$ cat config.mk
export PLATFORM = sky130hd
export DESIGN_NAME = ubrt_core
export DESIGN_NICKNAME = d
export VERILOG_FILES = /design/src/include/ubrt_pkg.sv /design/src/rtl/ubrt_core.sv
export VERILOG_INCLUDE_DIRS = /design/src /design/src/include
export SDC_FILE = /design/constraint.sdc
export NUM_CORES = 1
export LEC_CHECK = 0
export BUFFER_PORTS_ARGS = -buffer_cell sky130_fd_sc_hd__buf_2
export CAP_MARGIN = 20
export CORE_MARGIN = 5
export CORE_UTILIZATION = 35
export DETAILED_ROUTE_END_ITERATION = 10
export SLEW_MARGIN = 25
export SYNTH_ARGS = -nofsm -noshare
export SYNTH_HDL_FRONTEND = slang
export SYNTH_SLANG_ARGS = --single-unit
$ cat constraint.sdc
create_clock -name CLK_I -period 11.4 [get_ports CLK_I]
set_input_delay 2.28 -clock CLK_I [delete_from_list [all_inputs] [get_ports CLK_I]]
set_output_delay 2.28 -clock CLK_I [all_outputs]
set_load 0.01 [all_outputs]
$ cat src/include/ubrt_consts.svh
// Offsets, field positions, reset values and timing counts of the
// serial channel core. Assumes byte addresses on a 6-bit register port.
`ifndef UBRT_CONSTS_SVH
`define UBRT_CONSTS_SVH

// Register offsets
`define UBRT_OFS_CTRL 6'h00
`define UBRT_OFS_MODE 6'h04
`define UBRT_OFS_FLAGS 6'h14
`define UBRT_OFS_RXHOLD 6'h18
`define UBRT_OFS_TXHOLD 6'h1C
`define UBRT_OFS_DIVISOR 6'h20
`define UBRT_OFS_IDLELIM 6'h24
`define UBRT_OFS_GAP 6'h28

// Control command bits
`define UBRT_CMD_CLR_STATUS 8
`define UBRT_CMD_REARM_IDLE 11

// Mode register fields
`define UBRT_MODE_LEN_LO 0
`define UBRT_MODE_CLKSRC_LO 4
`define UBRT_MODE_CLOCKED 7
`define UBRT_MODE_CHECK_LO 8
`define UBRT_MODE_STOP_LO 12
`define UBRT_MODE_PIN_DRIVE 18
`define UBRT_MODE_MASK 32'h0004_37B3

// Flag register bits
`define UBRT_FLG_RXFULL 0
`define UBRT_FLG_TXFREE 1
`define UBRT_FLG_OVERRUN 5
`define UBRT_FLG_FRAME 6
`define UBRT_FLG_CHECK 7
`define UBRT_FLG_IDLE_TO 8
`define UBRT_FLG_TXIDLE 9

// Reset values
`define UBRT_RST_MODE 32'h0000_0000
`define UBRT_RST_DIVISOR 16'h0000
`define UBRT_RST_IDLELIM 8'h00
`define UBRT_RST_GAP 8'h00

// Timing counts
`define UBRT_PRESCALE_LAST 3'h7
`define UBRT_OVS_LAST 4'hF
`define UBRT_START_LOW_LAST 4'h7
`define UBRT_IDLE_MULT 2

`endif

$ cat src/include/ubrt_pkg.sv
// Types of the serial channel core: receiver and transmitter states.
// Assumes nothing beyond a SystemVerilog compiler.
package ubrt_pkg;

  typedef enum logic [3:0] {
    UBRT_RX_IDLE = 4'b0001,
    UBRT_RX_DATA = 4'b0010,
    UBRT_RX_CHECK = 4'b0100,
    UBRT_RX_STOP = 4'b1000
  } ubrt_rx_state_t;

  typedef enum logic [2:0] {
    UBRT_TX_IDLE = 3'b001,
    UBRT_TX_SHIFT = 3'b010,
    UBRT_TX_GAP = 3'b100
  } ubrt_tx_state_t;

endpackage : ubrt_pkg

$ cat src/rtl/ubrt_core.sv
// Serial channel core: baud generator, receiver with status, transmitter
// with gap insertion, and a plain register port.
// Assumes one clock; serial pins are asynchronous and synchronised here.
//
// Design decisions made here: the address-and-strobe port and the address map.
`include "ubrt_consts.svh"

module ubrt_core
  import ubrt_pkg::*;
#(
  parameter int DIV_W = 16
) (
  input wire logic CLK_I,
  input wire logic RST_I,
  input wire logic [5:0] ADDR_I,
  input wire logic [31:0] WDATA_I,
  input wire logic WR_I,
  input wire logic RD_I,
  output logic [31:0] RDATA_O,
  input wire logic RXD_I,
  output logic TXD_O,
  input wire logic SCLK_I,
  output logic SCLK_O,
  output logic SCLK_OE_O
);

  // Elaboration check on divisor width
  if (DIV_W < 2 || DIV_W > 16) begin : g_bad_div
    $error("DIV_W must lie in 2..16");
  end

  ////////////////////////////////////////////////////////////////////////
  // Functions

  // Check bit for the low n data bits
  function automatic logic check_bit(input logic [7:0] data,
                                     input logic [1:0] len,
                                     input logic [2:0] kind);
    logic acc;
    acc = 1'b0;
    for (int i = 0; i < 8; i++) begin
      if (i < 5 + int'(len)) begin
        acc = acc ^ data[i];
      end
    end
    case (kind[1:0])
      2'h0: check_bit = acc;
      2'h1: check_bit = ~acc;
      2'h2: check_bit = 1'b0;
      default: check_bit = 1'b1;
    endcase
  endfunction : check_bit

  // Bits after the start bit, LSB first, stop bits padded with ones
  function automatic logic [10:0] frame_bits(input logic [7:0] data,
                                             input logic [1:0] len,
                                             input logic [2:0] kind);
    logic [10:0] v;
    v = 11'h7FF;
    for (int i = 0; i < 8; i++) begin
      if (i < 5 + int'(len)) begin
        v[i] = data[i];
      end
    end
    if (!kind[2]) begin
      v[5 + len] = check_bit(data, len, kind);
    end
    frame_bits = v;
  endfunction : frame_bits

  ////////////////////////////////////////////////////////////////////////
  // Registers and decode

  logic [31:0] mode_reg;
  logic [DIV_W-1:0] baud_divisor_reg;
  logic [7:0] receive_idle_limit_reg;
  logic [7:0] transmit_gap_reg;
  logic [7:0] receive_holding_reg;
  logic [7:0] transmit_holding_reg;
  logic receive_holding_full, overrun_flag, check_bit_error_flag;
  logic frame_flag, idle_timeout_flag, transmit_holding_full;
  logic [1:0] clock_source_select, character_length_field, stop_count_field;
  logic [2:0] check_bit_type;
  logic clocked_mode, clock_pin_drive_enable, transmit_all_idle;
  logic wr_ctrl, wr_thr, rd_rhr, clear_status, rearm_idle_timer_cmd;

  assign clock_source_select = mode_reg[`UBRT_MODE_CLKSRC_LO +: 2];
  assign character_length_field = mode_reg[`UBRT_MODE_LEN_LO +: 2];
  assign check_bit_type = mode_reg[`UBRT_MODE_CHECK_LO +: 3];
  assign stop_count_field = mode_reg[`UBRT_MODE_STOP_LO +: 2];
  assign clocked_mode = mode_reg[`UBRT_MODE_CLOCKED];
  assign clock_pin_drive_enable = mode_reg[`UBRT_MODE_PIN_DRIVE];

  assign wr_ctrl = WR_I && ADDR_I == `UBRT_OFS_CTRL;
  assign wr_thr = WR_I && ADDR_I == `UBRT_OFS_TXHOLD;
  assign rd_rhr = RD_I && ADDR_I == `UBRT_OFS_RXHOLD;
  assign clear_status = wr_ctrl && WDATA_I[`UBRT_CMD_CLR_STATUS];
  assign rearm_idle_timer_cmd = wr_ctrl && WDATA_I[`UBRT_CMD_REARM_IDLE];

  // Configuration writes
  always_ff @(posedge CLK_I or posedge RST_I) begin
    if (RST_I) begin
      mode_reg <= `UBRT_RST_MODE;
      baud_divisor_reg <= DIV_W'(`UBRT_RST_DIVISOR);
      receive_idle_limit_reg <= `UBRT_RST_IDLELIM;
      transmit_gap_reg <= `UBRT_RST_GAP;
    end else if (WR_I) begin
      case (ADDR_I)
        `UBRT_OFS_MODE: mode_reg <= WDATA_I & `UBRT_MODE_MASK;
        `UBRT_OFS_DIVISOR: baud_divisor_reg <= WDATA_I[DIV_W-1:0];
        `UBRT_OFS_IDLELIM: receive_idle_limit_reg <= WDATA_I[7:0];
        `UBRT_OFS_GAP: transmit_gap_reg <= WDATA_I[7:0];
        default: ;
      endcase
    end
  end

  // Read data stands one cycle after the strobe only
  always_ff @(posedge CLK_I or posedge RST_I) begin
    if (RST_I) begin
      RDATA_O <= 32'h0000_0000;
    end else if (!RD_I) begin
      RDATA_O <= 32'h0000_0000;
    end else begin
      case (ADDR_I)
        `UBRT_OFS_MODE: RDATA_O <= mode_reg;
        `UBRT_OFS_DIVISOR: RDATA_O <= 32'(baud_divisor_reg);
        `UBRT_OFS_IDLELIM: RDATA_O <= {24'h000000, receive_idle_limit_reg};
        `UBRT_OFS_GAP: RDATA_O <= {24'h000000, transmit_gap_reg};
        `UBRT_OFS_RXHOLD: RDATA_O <= {24'h000000, receive_holding_reg};
        `UBRT_OFS_FLAGS: begin
          RDATA_O <= 32'h0000_0000;
          RDATA_O[`UBRT_FLG_RXFULL] <= receive_holding_full;
          RDATA_O[`UBRT_FLG_TXFREE] <= ~transmit_holding_full;
          RDATA_O[`UBRT_FLG_OVERRUN] <= overrun_flag;
          RDATA_O[`UBRT_FLG_FRAME] <= frame_flag;
          RDATA_O[`UBRT_FLG_CHECK] <= check_bit_error_flag;
          RDATA_O[`UBRT_FLG_IDLE_TO] <= idle_timeout_flag;
          RDATA_O[`UBRT_FLG_TXIDLE] <= transmit_all_idle;
        end
        default: RDATA_O <= 32'h0000_0000;
      endcase
    end
  end

  ////////////////////////////////////////////////////////////////////////
  // Pin synchronisers: a change counts once stages two and three agree

  logic [2:0] rxd_sync, sclk_sync;
  logic rx_level, sclk_level_in, sclk_prev;

  always_ff @(posedge CLK_I or posedge RST_I) begin
    if (RST_I) begin
      rxd_sync <= 3'h7;
      sclk_sync <= 3'h0;
      rx_level <= 1'b1;
      sclk_level_in <= 1'b0;
      sclk_prev <= 1'b0;
    end else begin
      rxd_sync <= {rxd_sync[1:0], RXD_I};
      sclk_sync <= {sclk_sync[1:0], SCLK_I};
      if (rxd_sync[1] == rxd_sync[2]) begin
        rx_level <= rxd_sync[2];
      end
      if (sclk_sync[1] == sclk_sync[2]) begin
        sclk_level_in <= sclk_sync[2];
      end
      sclk_prev <= sclk_level_in;
    end
  end

  logic sclk_rise, sclk_fall;
  assign sclk_rise = sclk_level_in && !sclk_prev;
  assign sclk_fall = !sclk_level_in && sclk_prev;

  ////////////////////////////////////////////////////////////////////////
  // Baud generator

  logic [2:0] prescale;
  logic [DIV_W-1:0] div_cnt, half_point;
  logic [3:0] ovs_phase;
  logic src_tick, div_on, div_wrap, ovs_tick, bit_tick;
  logic rise_tick, fall_tick, tx_tick, period_tick, ext_src, sclk_level;

  assign ext_src = clock_source_select[1];
  assign div_on = baud_divisor_reg != '0;
  assign half_point = baud_divisor_reg >> 1;

  always_comb begin
    unique case (clock_source_select)
      2'h0: src_tick = 1'b1;
      2'h1: src_tick = prescale == `UBRT_PRESCALE_LAST;
      default: src_tick = sclk_rise;
    endcase
  end

  assign div_wrap = src_tick && div_on &&
                    div_cnt >= baud_divisor_reg - DIV_W'(1);
  assign ovs_tick = !clocked_mode && div_wrap;
  assign bit_tick = ovs_tick && ovs_phase == `UBRT_OVS_LAST;

  // internal clocked mode; external pin used undivided
  always_comb begin
    if (clocked_mode && ext_src) begin
      rise_tick = sclk_rise;
      fall_tick = sclk_fall;
    end else if (clocked_mode) begin
      rise_tick = div_wrap;
      fall_tick = src_tick && div_on && div_cnt ==
                  ((half_point == '0) ? '0 : half_point - DIV_W'(1));
    end else begin
      rise_tick = 1'b0;
      fall_tick = 1'b0;
    end
  end

  // transmitter moves on the falling edge of the bit clock when clocked, on bit_tick otherwise
  assign tx_tick = clocked_mode ? fall_tick : bit_tick;
  assign period_tick = clocked_mode ? rise_tick : bit_tick;

  // Prescaler, divider and oversample phase
  always_ff @(posedge CLK_I or posedge RST_I) begin
    if (RST_I) begin
      prescale <= 3'h0;
      div_cnt <= '0;
      ovs_phase <= 4'h0;
    end else begin
      prescale <= prescale + 3'h1;
      if (!div_on) begin
        div_cnt <= '0;
      end else if (div_wrap) begin
        div_cnt <= '0;
      end else if (src_tick) begin
        div_cnt <= div_cnt + DIV_W'(1);
      end
      if (ovs_tick) begin
        ovs_phase <= ovs_phase + 4'h1;
      end
    end
  end

  // Bit clock level driven out on the pin
  always_ff @(posedge CLK_I or posedge RST_I) begin
    if (RST_I) begin
      sclk_level <= 1'b0;
    end else if (!clocked_mode) begin
      sclk_level <= ~ovs_phase[3];
    end else if (rise_tick) begin
      sclk_level <= 1'b1;
    end else if (fall_tick) begin
      sclk_level <= 1'b0;
    end
  end

  assign SCLK_OE_O = !ext_src && clock_pin_drive_enable;
  assign SCLK_O = sclk_level;

  ////////////////////////////////////////////////////////////////////////
  // Receiver

  ubrt_rx_state_t rx_state;
  logic [3:0] rx_cnt;
  logic [2:0] rx_bit;
  logic [7:0] rx_data;
  logic rx_check, rx_sample, rx_done;

  // mid-bit sample in asynchronous mode; rising edge when clocked
  assign rx_sample = clocked_mode ? rise_tick :
                     (ovs_tick && rx_cnt == `UBRT_OVS_LAST);
  assign rx_done = rx_state == UBRT_RX_STOP && rx_sample;

  always_ff @(posedge CLK_I or posedge RST_I) begin
    if (RST_I) begin
      rx_state <= UBRT_RX_IDLE;
      rx_cnt <= 4'h0;
      rx_bit <= 3'h0;
      rx_data <= 8'h00;
      rx_check <= 1'b0;
    end else begin
      if (rx_state != UBRT_RX_IDLE && ovs_tick) begin
        rx_cnt <= rx_cnt + 4'h1;
      end
      unique case (rx_state)
        UBRT_RX_IDLE: begin
          rx_bit <= 3'h0;
          rx_data <= 8'h00;
          if (clocked_mode) begin
            rx_cnt <= 4'h0;
            // low sample on rising edge is a start
            if (rise_tick && !rx_level) begin
              rx_state <= UBRT_RX_DATA;
            end
          end else if (ovs_tick) begin
            // start needs more than seven low ticks
            if (rx_level) begin
              rx_cnt <= 4'h0;
            end else if (rx_cnt == `UBRT_START_LOW_LAST) begin
              rx_cnt <= 4'h0;
              rx_state <= UBRT_RX_DATA;
            end else begin
              rx_cnt <= rx_cnt + 4'h1;
            end
          end
        end
        UBRT_RX_DATA: begin
          if (rx_sample) begin
            rx_data[rx_bit] <= rx_level;
            rx_bit <= rx_bit + 3'h1;
            if (rx_bit == 3'(3'h4 + 3'(character_length_field))) begin
              rx_state <= check_bit_type[2] ? UBRT_RX_STOP : UBRT_RX_CHECK;
            end
          end
        end
        UBRT_RX_CHECK: begin
          if (rx_sample) begin
            rx_check <= rx_level;
            rx_state <= UBRT_RX_STOP;
          end
        end
        UBRT_RX_STOP: begin
          if (rx_sample) begin
            rx_state <= UBRT_RX_IDLE;
          end
        end
      endcase
    end
  end

  // Receive flags: a hardware set wins over a software clear
  always_ff @(posedge CLK_I or posedge RST_I) begin
    if (RST_I) begin
      receive_holding_reg <= 8'h00;
      receive_holding_full <= 1'b0;
      overrun_flag <= 1'b0;
      check_bit_error_flag <= 1'b0;
      frame_flag <= 1'b0;
    end else begin
      if (rx_done) begin
        receive_holding_reg <= rx_data;
        receive_holding_full <= 1'b1;
      end else if (rd_rhr) begin
        receive_holding_full <= 1'b0;
      end
      if (rx_done && receive_holding_full && !rd_rhr) begin
        overrun_flag <= 1'b1;
      end else if (clear_status) begin
        overrun_flag <= 1'b0;
      end
      if (rx_done && !check_bit_type[2]) begin
        check_bit_error_flag <= rx_check !=
          check_bit(rx_data, character_length_field, check_bit_type);
      end else if (rd_rhr) begin
        check_bit_error_flag <= 1'b0;
      end
      // low stop with a data bit high
      if (rx_done && !rx_level && rx_data != 8'h00) begin
        frame_flag <= 1'b1;
      end else if (clear_status) begin
        frame_flag <= 1'b0;
      end
    end
  end

  ////////////////////////////////////////////////////////////////////////
  // Idle time-out

  logic [9:0] idle_cnt;
  logic idle_run;

  always_ff @(posedge CLK_I or posedge RST_I) begin
    if (RST_I) begin
      idle_cnt <= 10'h000;
      idle_run <= 1'b0;
      idle_timeout_flag <= 1'b0;
    end else begin
      if (receive_idle_limit_reg == 8'h00) begin
        idle_run <= 1'b0;
      end else if (rx_done) begin
        // limit times four bit periods, reloaded per byte
        idle_cnt <= {receive_idle_limit_reg, 2'h0};
        idle_run <= 1'b1;
      end else if (rearm_idle_timer_cmd) begin
        // back to waiting for a first character
        idle_run <= 1'b0;
      end else if (idle_run && period_tick) begin
        idle_cnt <= idle_cnt - 10'h001;
        if (idle_cnt == 10'h001) begin
          idle_run <= 1'b0;
        end
      end
      if (idle_run && period_tick && idle_cnt == 10'h001 && !rx_done &&
          receive_idle_limit_reg != 8'h00) begin
        idle_timeout_flag <= 1'b1;
      end else if (rearm_idle_timer_cmd || clear_status) begin
        idle_timeout_flag <= 1'b0;
      end
    end
  end

  ////////////////////////////////////////////////////////////////////////
  // Transmitter

  ubrt_tx_state_t tx_state;
  logic [10:0] tx_shift;
  logic [3:0] tx_left;
  logic [7:0] gap_cnt;
  logic tx_slot, tx_load;
  logic [3:0] frame_len;

  // length, check bit and stop count from mode fields
  assign frame_len = 4'h5 + 4'(character_length_field) +
                     (check_bit_type[2] ? 4'h0 : 4'h1) +
                     (stop_count_field == 2'h0 ? 4'h1 : 4'h2);

  // Shifter free at this tick once stop bits and gap are done
  always_comb begin
    unique case (tx_state)
      UBRT_TX_IDLE: tx_slot = 1'b1;
      UBRT_TX_SHIFT: tx_slot = tx_left == 4'h0 && transmit_gap_reg == 8'h00;
      UBRT_TX_GAP: tx_slot = gap_cnt == 8'h01;
    endcase
  end
  // holding word moves at the first tick after stop bits and gap
  assign tx_load = tx_tick && tx_slot && transmit_holding_full;
  assign transmit_all_idle = !transmit_holding_full &&
                             tx_state == UBRT_TX_IDLE;

  // Holding register: a new write wins over the transfer
  always_ff @(posedge CLK_I or posedge RST_I) begin
    if (RST_I) begin
      transmit_holding_reg <= 8'h00;
      transmit_holding_full <= 1'b0;
    end else if (wr_thr) begin
      transmit_holding_reg <= WDATA_I[7:0];
      transmit_holding_full <= 1'b1;
    end else if (tx_load) begin
      // free flag set at the transfer
      transmit_holding_full <= 1'b0;
    end
  end

  // Shifter and gap sequence
  always_ff @(posedge CLK_I or posedge RST_I) begin
    if (RST_I) begin
      tx_state <= UBRT_TX_IDLE;
      tx_shift <= 11'h7FF;
      tx_left <= 4'h0;
      gap_cnt <= 8'h00;
      TXD_O <= 1'b1;
    end else if (tx_tick) begin
      if (tx_load) begin
        // start bit first, then LSB-first payload
        TXD_O <= 1'b0;
        tx_shift <= frame_bits(transmit_holding_reg,
                               character_length_field, check_bit_type);
        tx_left <= frame_len;
        tx_state <= UBRT_TX_SHIFT;
      end else begin
        unique case (tx_state)
          UBRT_TX_IDLE: TXD_O <= 1'b1;
          UBRT_TX_SHIFT: begin
            if (tx_left != 4'h0) begin
              TXD_O <= tx_shift[0];
              tx_shift <= {1'b1, tx_shift[10:1]};
              tx_left <= tx_left - 4'h1;
            end else if (transmit_gap_reg != 8'h00) begin
              // hold line high for the gap
              TXD_O <= 1'b1;
              gap_cnt <= transmit_gap_reg;
              tx_state <= UBRT_TX_GAP;
            end else begin
              TXD_O <= 1'b1;
              tx_state <= UBRT_TX_IDLE;
            end
          end
          UBRT_TX_GAP: begin
            TXD_O <= 1'b1;
            gap_cnt <= gap_cnt - 8'h01;
            if (gap_cnt == 8'h01) begin
              tx_state <= UBRT_TX_IDLE;
            end
          end
        endcase
      end
    end
  end

endmodule : ubrt_core

Word-level counts from Yosys, hierarchy flattened
Index checks and enable logic that the tools add are counted.

Output and inout bits: 35. Logic and storage cells: 371. Flip-flop bits (word level): 188. Bits of input ports: 44.

Magnitude comparators: 13. $add $sub $neg: 16. Multiplexer cells: 161. Reduce and logical (&&, ||, !) cells: 83. Bitwise gates (word level): 20. Equality and inequality tests: 44.

Operators with widths (number): 19-bit one-hot mux with 6 select lines (1); 1-bit 2-to-1 mux (106); 4-bit by 32-bit < comparator with 1-bit output (first input constant) (3); 4-bit 2-to-1 mux (19); 3-bit by 32-bit < comparator with 1-bit output (first input constant) (2); 16-bit 2-to-1 mux (4); 11-bit 2-to-1 mux (4); 1-bit logical AND (33); 1-bit by 32-bit < comparator with 1-bit output (first input constant) (1); 2-bit by 32-bit < comparator with 1-bit output (first input constant) (1); 8-bit one-hot mux with 2 select lines (2); 10-bit 2-to-1 mux (3); 8-bit 2-to-1 mux (3); 8-bit nonzero test (3); 2-bit nonzero test (11); 19-bit 2-to-1 mux (1); 6-bit by 5-bit equality test with 1-bit output (second input constant) (3); 6-bit equality test (second input constant) (3); 3-bit inequality test (second input constant) (6); 16-bit by 1-bit adder with 16-bit output (second input constant) (1); 16-bit equality test (1); 16-bit >= comparator (1); 16-bit zero test (1); 8-bit zero test (2); other kinds (62) (122).

Depth between registers and ports, before layout
Gate-level depths: netlist (run 1).

Word-level depth: 55. Mapped depth: 19. Gate-level depth less buffers: 16.

Worst setup path before layout (run 1)
No wires, ideal clock.

Path kind: register -> register. Start: register baud_divisor_reg[1]. End: register idle_cnt[7]. Arrival time: 4598 ps. Data required time: 11331 ps. Library setup time: 69 ps. Setup slack: 6733 ps. Buffers on the path: 3. Cell stages (with the launch flop): 19. Period minus slack after synthesis: 4667 ps. Cell sequence: dfrtp_1 -> buf_6 -> inv_1 -> ha_1 -> nor4b_1 -> nand3_1 -> nor4_1 -> xnor2_1 -> ha_1 -> a21oi_1 -> o21ai_0 -> a2111oi_2 -> nor3_1 -> o31a_1 -> buf_2 -> or2_1 -> clkbuf_1 -> or4_1 -> nand3_1.

Longest elaborated chain between the ends: 9. Elaborated cells between the ends (all ways): 18. Classes of those cells: 1 x add/sub; 1 x order compare; 1 x eq/ne; 5 x mux; 10 x reduce/logical.

Ends and longest elaborated chain: start: declaration (RTL line ubrt_core.sv:75) `logic [DIV_W-1:0] baud_divisor_reg;`; start signal: assignment (RTL line ubrt_core.sv:104) `` baud_divisor_reg <= DIV_W'(`UBRT_RST_DIVISOR); ``; start signal: assignment (RTL line ubrt_core.sv:110) `` `UBRT_OFS_DIVISOR: baud_divisor_reg <= WDATA_I[DIV_W-1:0]; ``; 16-bit by 1-bit subtractor with 16-bit output / 16-bit nonzero test (equally long branches) (RTL line ubrt_core.sv:198, ubrt_core.sv:186); 16-bit >= comparator / 1-bit logical AND (equally long branches) (RTL line ubrt_core.sv:198, ubrt_core.sv:197); 1-bit logical AND * (RTL line ubrt_core.sv:197) `assign div_wrap = src_tick && div_on &&`; 1-bit 2-to-1 mux / 1-bit logical AND (equally long branches) (RTL line ubrt_core.sv:207, ubrt_core.sv:199); 1-bit 2-to-1 mux / 1-bit logical AND (equally long branches); 1-bit 2-to-1 mux, on equally long branches (RTL line ubrt_core.sv:268, ubrt_core.sv:219); 1-bit logical AND, on equally long branches (RTL line ubrt_core.sv:270, ubrt_core.sv:385); 2-bit by 1-bit inequality test with 1-bit output (no source line) / 2-bit nonzero test (equally long branches); 3-bit AND reduction (no source line); end signal: assignment (RTL line ubrt_core.sv:380) `idle_cnt <= {receive_idle_limit_reg, 2'h0};`; end signal: assignment (RTL line ubrt_core.sv:386) `idle_cnt <= idle_cnt - 10'h001;`; end: declaration (RTL line ubrt_core.sv:367) `logic [9:0] idle_cnt;`.

Every way passes the cells marked *; elsewhere a longest branch is shown, timed or not. A chain may end at the register's enable or synchronous reset.

Worst setup path in the final report (run 1)
Start: register baud_divisor_reg[1]. End: register idle_cnt[5].

The elaborated chain is that of the path after synthesis.

==> results of run 1 <==
==> layout make-up <==
class / count / area share
sequential: 173 / 0.3814
multi-input combinational: 822 / 0.4868
inverter: 33 / 0.01130
tap: 390 / 0.04277
timing repair buffer: 55 / 0.02774
clock inverter: 11 / 0.009650
clock buffer: 21 / 0.04036
==> cells in the final DEF, fill, tap and decap left out, drive strengths merged, types with 8 or more instances in the layout <==
cell type / netlist / final
nor3: 25 / 25
o211ai: 9 / 9
buf: 36 / 55
nor2: 64 / 64
nand4: 16 / 16
and3: 25 / 25
conb: 1 / 15
dfrtp: 155 / 155
nor4b: 8 / 8
nand3: 31 / 31
a22oi: 16 / 16
or3: 13 / 13
a21oi: 49 / 49
a31oi: 11 / 11
nand2: 109 / 109
o22ai: 12 / 12
mux2: 56 / 56
dfstp: 18 / 18
o21ai: 83 / 83
ha: 35 / 35
and2: 8 / 8
clkbuf: 39 / 21
nor3b: 9 / 9
nand2b: 22 / 22
mux2i: 21 / 21
nor2b: 9 / 9
xnor2: 29 / 29
nor4: 18 / 18
inv: 32 / 34
xor2: 17 / 17
==> logic make-up (layout without fill, tap and decap cells) <==
logic type | after synthesis | in the layout
AO/OA/AOI/OAI | 263 | 263
XOR/XNOR | 47 | 47
adder cells (fa/ha/maj) | 39 | 39
buffers and inverters | 108 | 120
flip-flops | 173 | 173
multiplexers | 77 | 77
other | 1 | 15
AND/OR/NAND/NOR | 381 | 381
==> per-layer routing <==
| layer | GRT usage | up-vias | routed length [µm] |
|---|---|---|---|
| met2 | 0.2497 | 228 | 12110 |
| met4 | 0.05254 | 0 | 612 |
| met5 | 0 | - | 0 |
| met1 | 0.2263 | 4143 | 12550 |
| met3 | 0.01883 | 31 | 1325 |
| li1 | - | 3963 | - |
==> how the worst min path moves through the flow <==
stage,cells past startpoint,startpoint,slack (ns),to
3_5_place_dp,0,sclk_sync[0],0.34,sclk_sync[1]
6_report,0,sclk_sync[0],0.36,sclk_sync[1]
4_1_cts,0,sclk_sync[0],0.36,sclk_sync[1]
5_1_grt,0,sclk_sync[0],0.37,sclk_sync[1]
3_3_place_gp,0,sclk_sync[0],0.34,sclk_sync[1]
2_1_floorplan,0,sclk_sync[0],0.33,sclk_sync[1]
==> power groups by stage <==
stage | clock network, mW | logic [mW] | registers, mW
global placement | 0 | 0.376 | 0.773
floorplan | 0 | 0.335 | 0.722
finish | 0.573 | 0.384 | 0.767
detailed placement | 0 | 0.382 | 0.776
CTS | 0.586 | 0.385 | 0.765
global route | 0.608 | 0.437 | 0.775
==> worst max-delay path, cell delays in order (launching register included) <==
cell      delay (ns)
dfrtp_1         0.49
inv_1           0.22
ha_1            0.35
nor4b_1         0.29
buf_4           0.21
nand3_1         0.13
nor4_1          0.26
xnor2_1         0.11
ha_1            0.30
a21oi_1         0.06
o21ai_0         0.51
a21oi_1         0.21
nand2b_1        0.28
o31a_1          0.29
o22ai_1         0.76
nand2_1         0.33
a21o_1          0.34
a221o_1         0.36
==> metrics by stage <==
stage	utilization	cells	power (mW)	hold slack, ns	worst slack [ns]
2_1_floorplan	-	1103	1.057	0.3312	4.461
3_3_place_gp	0.3674	1472	1.149	0.3386	5.797
3_5_place_dp	0.3676	1472	1.158	0.3410	5.821
4_1_cts	0.3870	1504	1.736	0.3610	5.777
5_1_grt	0.3881	1505	1.820	0.3668	5.386
6_report	0.3881	1505	1.724	0.3575	5.792
==> flow_results.org, run 1 <==
** Layout
- The layout has 2916 filler cells.
- Area occupied by registers :: 0.004352 mm²
- After routing the design area is 0.01141 mm².
- In the final layout, the share of cells above drive strength 1 is 0.1650.
- Area Growth Syn to Fin :: 10.21%
- The number of antenna diodes in the final layout is 0.
- The register with the most flip-flops in the layout has 17 of them.
- Count of nets after finishing :: 1183
- The multi-input combinational cells in the finished layout cover a total of 0.005554 mm².

** Worst setup path
- Worst setup path class :: reg -> reg
- The worst register-to-register path begins at baud_divisor_reg[1].
- Counting cells, the worst reg-to-reg path comes to 17.
- In this run the worst path has a maximum fanout of 10.
- In this run the register-to-register setup slack is 5.79 ns.
- Category of the worst setup path capture point :: flop
- The endpoint identified for the worst register-to-register timing path is idle_cnt[5].
- Startpoint class of the critical path :: flop
- The most critical setup path has its startpoint at baud_divisor_reg[1].
- For the worst setup path, the data required time is 11.71 ns.
- Data arrival at the endpoint of the critical path :: 5.92 ns
- The most critical setup path has its endpoint at idle_cnt[5].

** Timing
- Share of the clock period used by the worst path after layout :: 0.4919
- For the final database, setup skew stands at 0.01608 ns.
- Setup repair after global routing left no endpoint under its margin.
- Setup violations remaining at the end of the flow were counted as 0.
- The count of endpoints failing hold in the final timing report came to 0.
- For the pin with the worst max-slew slack, the measured transition is 1.046 ns.
- Total count of max-transition violations in the final report :: 0
- For this run, the top clock speed supported by timing is 0.1783 GHz.
- Minimum clock period after layout :: 5.608 ns
- Summed negative setup slack over all endpoints :: 0 ns
- Worst rel slew slack :: 0.3012

** Die
- For this design the top-level I/O count stands at 79.
- The floorplan step defined a die boundary enclosing 0.03312 mm².
- Die span in y :: 182.0 µm
- Initial core utilization :: 0.3521
- Number of placement rows :: 63
- The total area inside the core boundary comes to 0.02940 mm².
- Die W :: 182.0 µm

** Yosys
- Synth warn :: 0
- Share of flip-flops with an asynchronous set or reset :: 1.000
- Counting flops and latches in the post-synthesis netlist gives 173.
- Of the total synthesized cell area, the portion taken by AND, OR, NAND and NOR gates is 0.1923.
- A synthesized cell averages 9.506 µm².
- dfrtp_1 takes more of the synthesized area than any other cell.
- Sequential cell area fraction in the yosys report :: 0.4204
- Measured against the total synthesized area, the mux share comes to 0.08122.
- The fraction of the mapped netlist area in compound gates came to 0.1679.
- By area the synthesized netlist is led by dfrtp_1 37%, mux2_2 6.1%, dfstp_2 4.6%.
- Synth Area in Adders :: 0.04810
- Synthesis produced a netlist whose cell count is 1089.
- Ranked by instance count, the synthesized netlist is headed by 155 x dfrtp_1, 109 x nand2_1, 83 x o21ai_0.
- Largest family of logic cells by synthesized area :: simple AND/OR/NAND/NOR gates
- In this run, synthesis inferred 0 flip-flops with an integrated enable.
- Of the total synthesized cell area, the portion taken by XOR and XNOR cells is 0.04109.
- The mapped netlist covers 0.01035 mm².
- Yosys instantiated no cell more often than dfrtp_1.
- In the synthesized netlist the dominant register cell turns out to be dfrtp_1.
- The netlist uses 86 different library cells.
- Of the post-synthesis cell area, the dominant cell type holds 0.3747.

** Clock network
- After clock tree synthesis, the repair step resized 0 gates.
- The number of setup buffers added after CTS is 0.
- For this design, the sink count on the clock tree is 173.
- The later pin in the worst-skew pair is clocked with a latency of 0.43 ns.
- Hold-fix buffers, CTS :: 0
- Longest Clk Path Bufs :: 2
- CTS tree :: done
- Clock Root Buffer :: clkbuf_16
- TritonCTS Buffers :: 17
- The H-tree was split into 4 levels.
- Clock-pin slew was measured on the worst setup and hold paths at 0.07 ns.

** Global routing
- First-pass GRT wire length :: 42640 µm
- Overall global routing resource usage :: 0.1583
- The initial antenna violation count was 0.
- The total overflow left after global routing is 0.
- Vias in the first global route :: 7708
- Maximum number of pins on one net before global-route repair :: 95

** Min path
- Tightest Hold Check Type :: reg -> reg

** Drt
- Average wire length per cell after detail routing :: 17.67 µm
- Detail-routed via count per cell :: 5.558
- Number of remaining DRC errors :: 0
- Number of nets with antenna violations after detailed routing :: 0
- After detailed routing, the total wire length is 26590 µm.
- Count of TritonRoute iterations in the first routing pass :: 6
- After the first detailed-routing iteration, the DRC count stood at 716.
- Detailed routing inserted a total of 8365 vias.

** Pwr
- The analysis attributes to net switching a power of 0.5675 mW.
- Leakage dissipation :: 4.866 nW
- The share of total power dissipated in combinational logic is 0.223.
- Worst supply voltage drop on vdd :: 99.88 µV
- For this design the ratio of total power to cell area is 151.1 mW/mm².
- Sequential fraction of design power :: 0.445
- The share of total power dissipated in the clock network is 0.332.
- Switching portion of total power :: 0.3291
- Internal power of the cells :: 1.157 mW

** Placement
- Placement Cell Area :: 0.01081 mm²
- Routability-driven placement finished with a final weighted congestion of 0.8724.
- Number of port buffers :: 48
- After legalization and detailed placement, the total HPWL measured 19200 µm.

** Outcome
- Result of the run :: completed

** Flow run
- Number of maximum-capacitance constraint violations :: 0
No activity file was read; power rests on OpenSTA's default activity.
==> inputs of run 2 (changes only) <==
--- a/config.mk
+++ b/config.mk
@@ -6,6 +6,7 @@
 export SDC_FILE = /design/constraint.sdc
 export NUM_CORES = 1
 export LEC_CHECK = 0
+export ABC_AREA = 1
 export BUFFER_PORTS_ARGS = -buffer_cell sky130_fd_sc_hd__buf_2
 export CAP_MARGIN = 20
 export CORE_MARGIN = 5
==> constraint.sdc (replaced) <==
create_clock -name CLK_I -period 5.4 [get_ports CLK_I]
set_input_delay 1.08 -clock CLK_I [delete_from_list [all_inputs] [get_ports CLK_I]]
set_output_delay 1.08 -clock CLK_I [all_outputs]
set_load 0.01 [all_outputs]
==> run 2 against run 1 <==
Combinational power rose to 2.6 times the previous value. Die area down 2.2%. Clock-buffer cell count decreased by 2. Register-to-register slack got worse by 4.9 ns. Largest cell class unchanged.
==> flow_results.org, run 2 <==
** Timing
- The max-slew violation count is 0.
- Subtracting the final worst setup slack from the clock period gives 4.488 ns.
- Final worst slack :: 0.9122 ns
- For the final database, setup skew stands at 0.01557 ns.
- At the pin with the least slew margin, the transition time is 0.9577 ns.
- Worst rel slew slack :: 0.3600
- Maximum clock frequency :: 0.2228 GHz
- Summed negative setup slack over all endpoints :: 0 ns
- Setup repair after global routing left no endpoint under its margin.
- The count of endpoints failing hold in the final timing report was 0.
- Share of the clock period used by the worst path after layout :: 0.8311
- Finish-stage setup viols :: 0

** Clock network
- The number of clock buffers added by TritonCTS is 17.
- Post-cts repair resize count :: 0
- Total number of H-tree levels :: 4
- In this run, post-CTS hold repair placed 0 buffers.
- For the worst-skew pair, the clock arrives at the later sink with an insertion delay of 0.44 ns.
- Clock-pin slew was measured on the worst setup and hold paths at 0.08 ns.
- The clock drives 173 sinks.
- Buffers added to address setup during post-CTS repair amount to 0.
- TritonCTS built the clock tree.
- In this run the deepest clock path goes through 2 buffers.
- Clock Root Buffer :: clkbuf_16

** Placement
- At the placement stage, the worst setup path has a slack of 0.8749 ns.
- Number of port buffers :: 48
- HPWL after detailed placement :: 20640 µm
- Cell count after placement :: 1730
- The congestion estimate from routability-driven global placement came to 0.9434.

** Worst setup path
- For this run, the slowest stage of the critical path takes 0.38 ns.
- Counting stages on the worst path, the most repeated cell is nand2_1.
- Crit path required time :: 5.72 ns
- Category of the worst setup path capture point :: flop
- Critical register-to-register path endpoint :: idle_cnt[2]
- Along the worst path, the maximum fanout reaches 30.
- The startpoint identified for the worst register-to-register timing path is baud_divisor_reg[1].
- The worst setup path is launched from a flop.
- Depth of the worst register-to-register path :: 24
- The worst setup path is of the reg -> reg kind.
- Across all register-to-register paths, the minimum setup slack is 0.91 ns.
- The number of buffers and inverters on the critical path is 5.
- Cell type of the slowest stage on the worst timing path :: dfrtp_1
- Broken down by cell family, the worst path's largest delay share belongs to simple AND/OR/NAND/NOR gates.
- Data arrival at the endpoint of the critical path :: 4.81 ns
- Walking the worst path, the cells encountered are inv_1 -> ha_1 -> nand3_1 -> nor2_1 -> nand2_1 -> xor2_1 -> inv_1 -> ha_1 -> nand2_1 -> inv_1 -> nand3_1 -> nor3_1 -> nand3_1 -> nand3_1 -> nand2_2 -> o21ai_0 -> nand2_1 -> nand2_1 -> nand2_1 -> buf_4 -> nand2_1 -> nand2_2 -> inv_2 -> o21ai_0.

** Global routing
- First-pass GRT wire length :: 44460 µm
- Vias in the first global route :: 8280
- Entering global routing, the biggest net connects 174 pins.
- The initial antenna violation count is 0.
- Overall global routing resource usage :: 0.1705
- Total gr overflow :: 0

** Yosys
- For this run, the leading register cell type out of synthesis is dfrtp_1.
- For this run, the number of Yosys warnings is 0.
- Post-Synthesis Mean Instance Area :: 7.618 µm²
- After synthesis, the share of flip-flops with an asynchronous set or reset is 1.000.
- Of the synthesized area, sequential elements account for 0.4304.
- In the synthesized netlist, the cells that appear most often are 342 x nand2_1, 167 x inv_1, 155 x dfrtp_1.
- The number of different library cells used by synthesis comes to 53.
- Multiplexer area fraction after synthesis :: 0.0009901
- Top cells by area in the synthesized netlist :: dfrtp_1 38%, nand2_1 13%, o21ai_0 6.6%
- Cell Area, Synth :: 0.01011 mm²
- In this run, synthesis produced a sequential element count of 173.
- Complex-gate fraction of the synthesized area :: 0.1270
- Of the total synthesized cell area, the portion taken by full adders, half adders and majority gates is 0.04926.
- Of the post-synthesis cell area, the dominant cell type holds 0.3837.
- Cell with the most instances after synthesis :: nand2_1
- Simple-Gate Fraction of Synth Area :: 0.2579
- Synth area leader :: dfrtp_1
- Number of flops mapped to enable cells by yosys :: 0
- By area, the combinational part of the netlist is dominated by simple AND/OR/NAND/NOR gates.
- Synth Area in XOR/XNOR :: 0.04245
- In the synthesized netlist, the number of instances is 1327.

** Layout
- The repair_antennas step left the layout with diodes totalling 0.
- Leading cell type in the layout, fill and taps excluded :: nand2_1
- Fraction of final layout cells sized beyond drive strength 1 :: 0.09282
- After filler insertion, the fill cell instance count of the layout stands at 2939.
- Count of nets after finishing :: 1447
- In the layout the commonest cells are 342 x nand2_1, 166 x inv_1, 155 x dfrtp_1, 133 x o21ai_0, 108 x nor2_1.
- The register with the most flip-flops in the layout has 17 of them.
- Compared with the post-synthesis result, the final layout area differs by 11.47%.
- Filler-free cell count of the finished design :: 1763
- Utilization of the core after routing :: 0.3937

** Die
- The floorplan has 62 rows.
- The die covers 0.03238 mm².
- Boundary Pins :: 79
- Die W :: 180.0 µm
- Placeable core region :: 0.02863 mm²
- Initial core utilization :: 0.3532
- Die span in y :: 180.0 µm

** Drt
- Detail-routed via count per cell :: 4.958
- Count of TritonRoute iterations in the first routing pass :: 5
- Detailed routing inserted a total of 8741 vias.
- In the routed design, unresolved DRC markers number 0.
- After detailed routing, the total wire length is 27570 µm.
- Number of nets with antenna violations after detailed routing :: 0
- Dividing the detail-routed wire length by the instance count gives 15.64 µm.
- Initial drt markers :: 856

** Min path
- Worst Hold Launch :: sclk_sync[0]
- Worst hold path stage count :: 0
- Tightest Hold Check Type :: reg -> reg
- Capture endpoint of the worst hold path :: sclk_sync[1]

** Pwr
- Summed over all cells, the static leakage comes to 5.482 nW.
- Worst supply voltage drop on vdd :: 216.3 µV
- Power density over cell area :: 347.4 mW/mm²

** Flow run
- The tool flagged a number of max-cap violations equal to 0.

** Outcome
- The run finished with clean final reports.
==> run 2: changes by cell type in the layout (fill, tap and decap cells not counted), moves of 15 or more <==
cell,previous run,this run
and3_1,25,0
a21oi_1,49,34
nand2b_1,22,0
inv_1,31,166
xor2_1,17,37
mux2i_1,21,1
xnor2_1,29,12
nor2_1,62,108
o21ai_0,82,133
nand3_1,31,88
nand2_1,109,342
mux2_2,56,0
==> run 2: worst max-delay path by stage <==
stage | from | end | slack, ns | depth (start not counted)
6_report | baud_divisor_reg[1] | idle_cnt[2] | 0.91 | 24
5_1_grt | baud_divisor_reg[1] | idle_cnt[2] | 0.31 | 25
4_1_cts | baud_divisor_reg[1] | idle_cnt[2] | 0.87 | 24
3_5_place_dp | baud_divisor_reg[1] | idle_cnt[2] | 0.87 | 24
3_3_place_gp | baud_divisor_reg[1] | tx_left[0] | 1.0 | 23
2_1_floorplan | baud_divisor_reg[1] | idle_cnt[3] | 2.01 | 24
==> run 2: layout make-up <==
class | count | area (µm²) | area share
Sequential cell | 173 | 4352 | 0.3861
Clock inverter | 13 | 152.6 | 0.01354
Tap cell | 384 | 480.5 | 0.04263
Multi-Input combinational cell | 948 | 4885 | 0.4334
Clock buffer | 19 | 432.9 | 0.03841
Timing Repair Buffer | 54 | 317.8 | 0.02820
Inverter | 172 | 649.4 | 0.05762
==> run 2: cell families after synthesis <==
kind of cell,count (synthesis)
adders and majority gates,39
muxes,1
buffers and inverters,220
other,1
DFF,173
AOI/OAI and AO/OA,232
xor gates and xnor gates,49
and+or+nand+nor,612
==> run 2: metrics by stage <==
step                hold WS [ns]  area, µm²  power, mW
finish                    0.3506      11270      3.915
global placement          0.3372      10660      2.631
detailed placement        0.3370      10660      2.659
CTS                       0.3534      11240      3.936
floorplan                 0.3312      10170      2.382
global route              0.3652      11270      4.162
==> run 2: power breakdown <==
group | leakage, nW | internal [mW] | switching, mW
Sequential | 2.22 | 1.46 | 0.169
Clock | 0.282 | 0.695 | 0.573
Combinational | 2.98 | 0.367 | 0.647
Total | 5.48 | 2.53 | 1.39
==> run 2: metal layers <==
layer / track usage / wire, µm / vias to the layer above / part of all wire
met5: 0 / 0 / - / 0
met4: 0.05242 / 546 / 0 / 0.020
met3: 0.02344 / 1344 / 37 / 0.049
met2: 0.2899 / 13290 / 202 / 0.48
met1: 0.2266 / 12390 / 4133 / 0.45
li1: - / - / 4369 / -
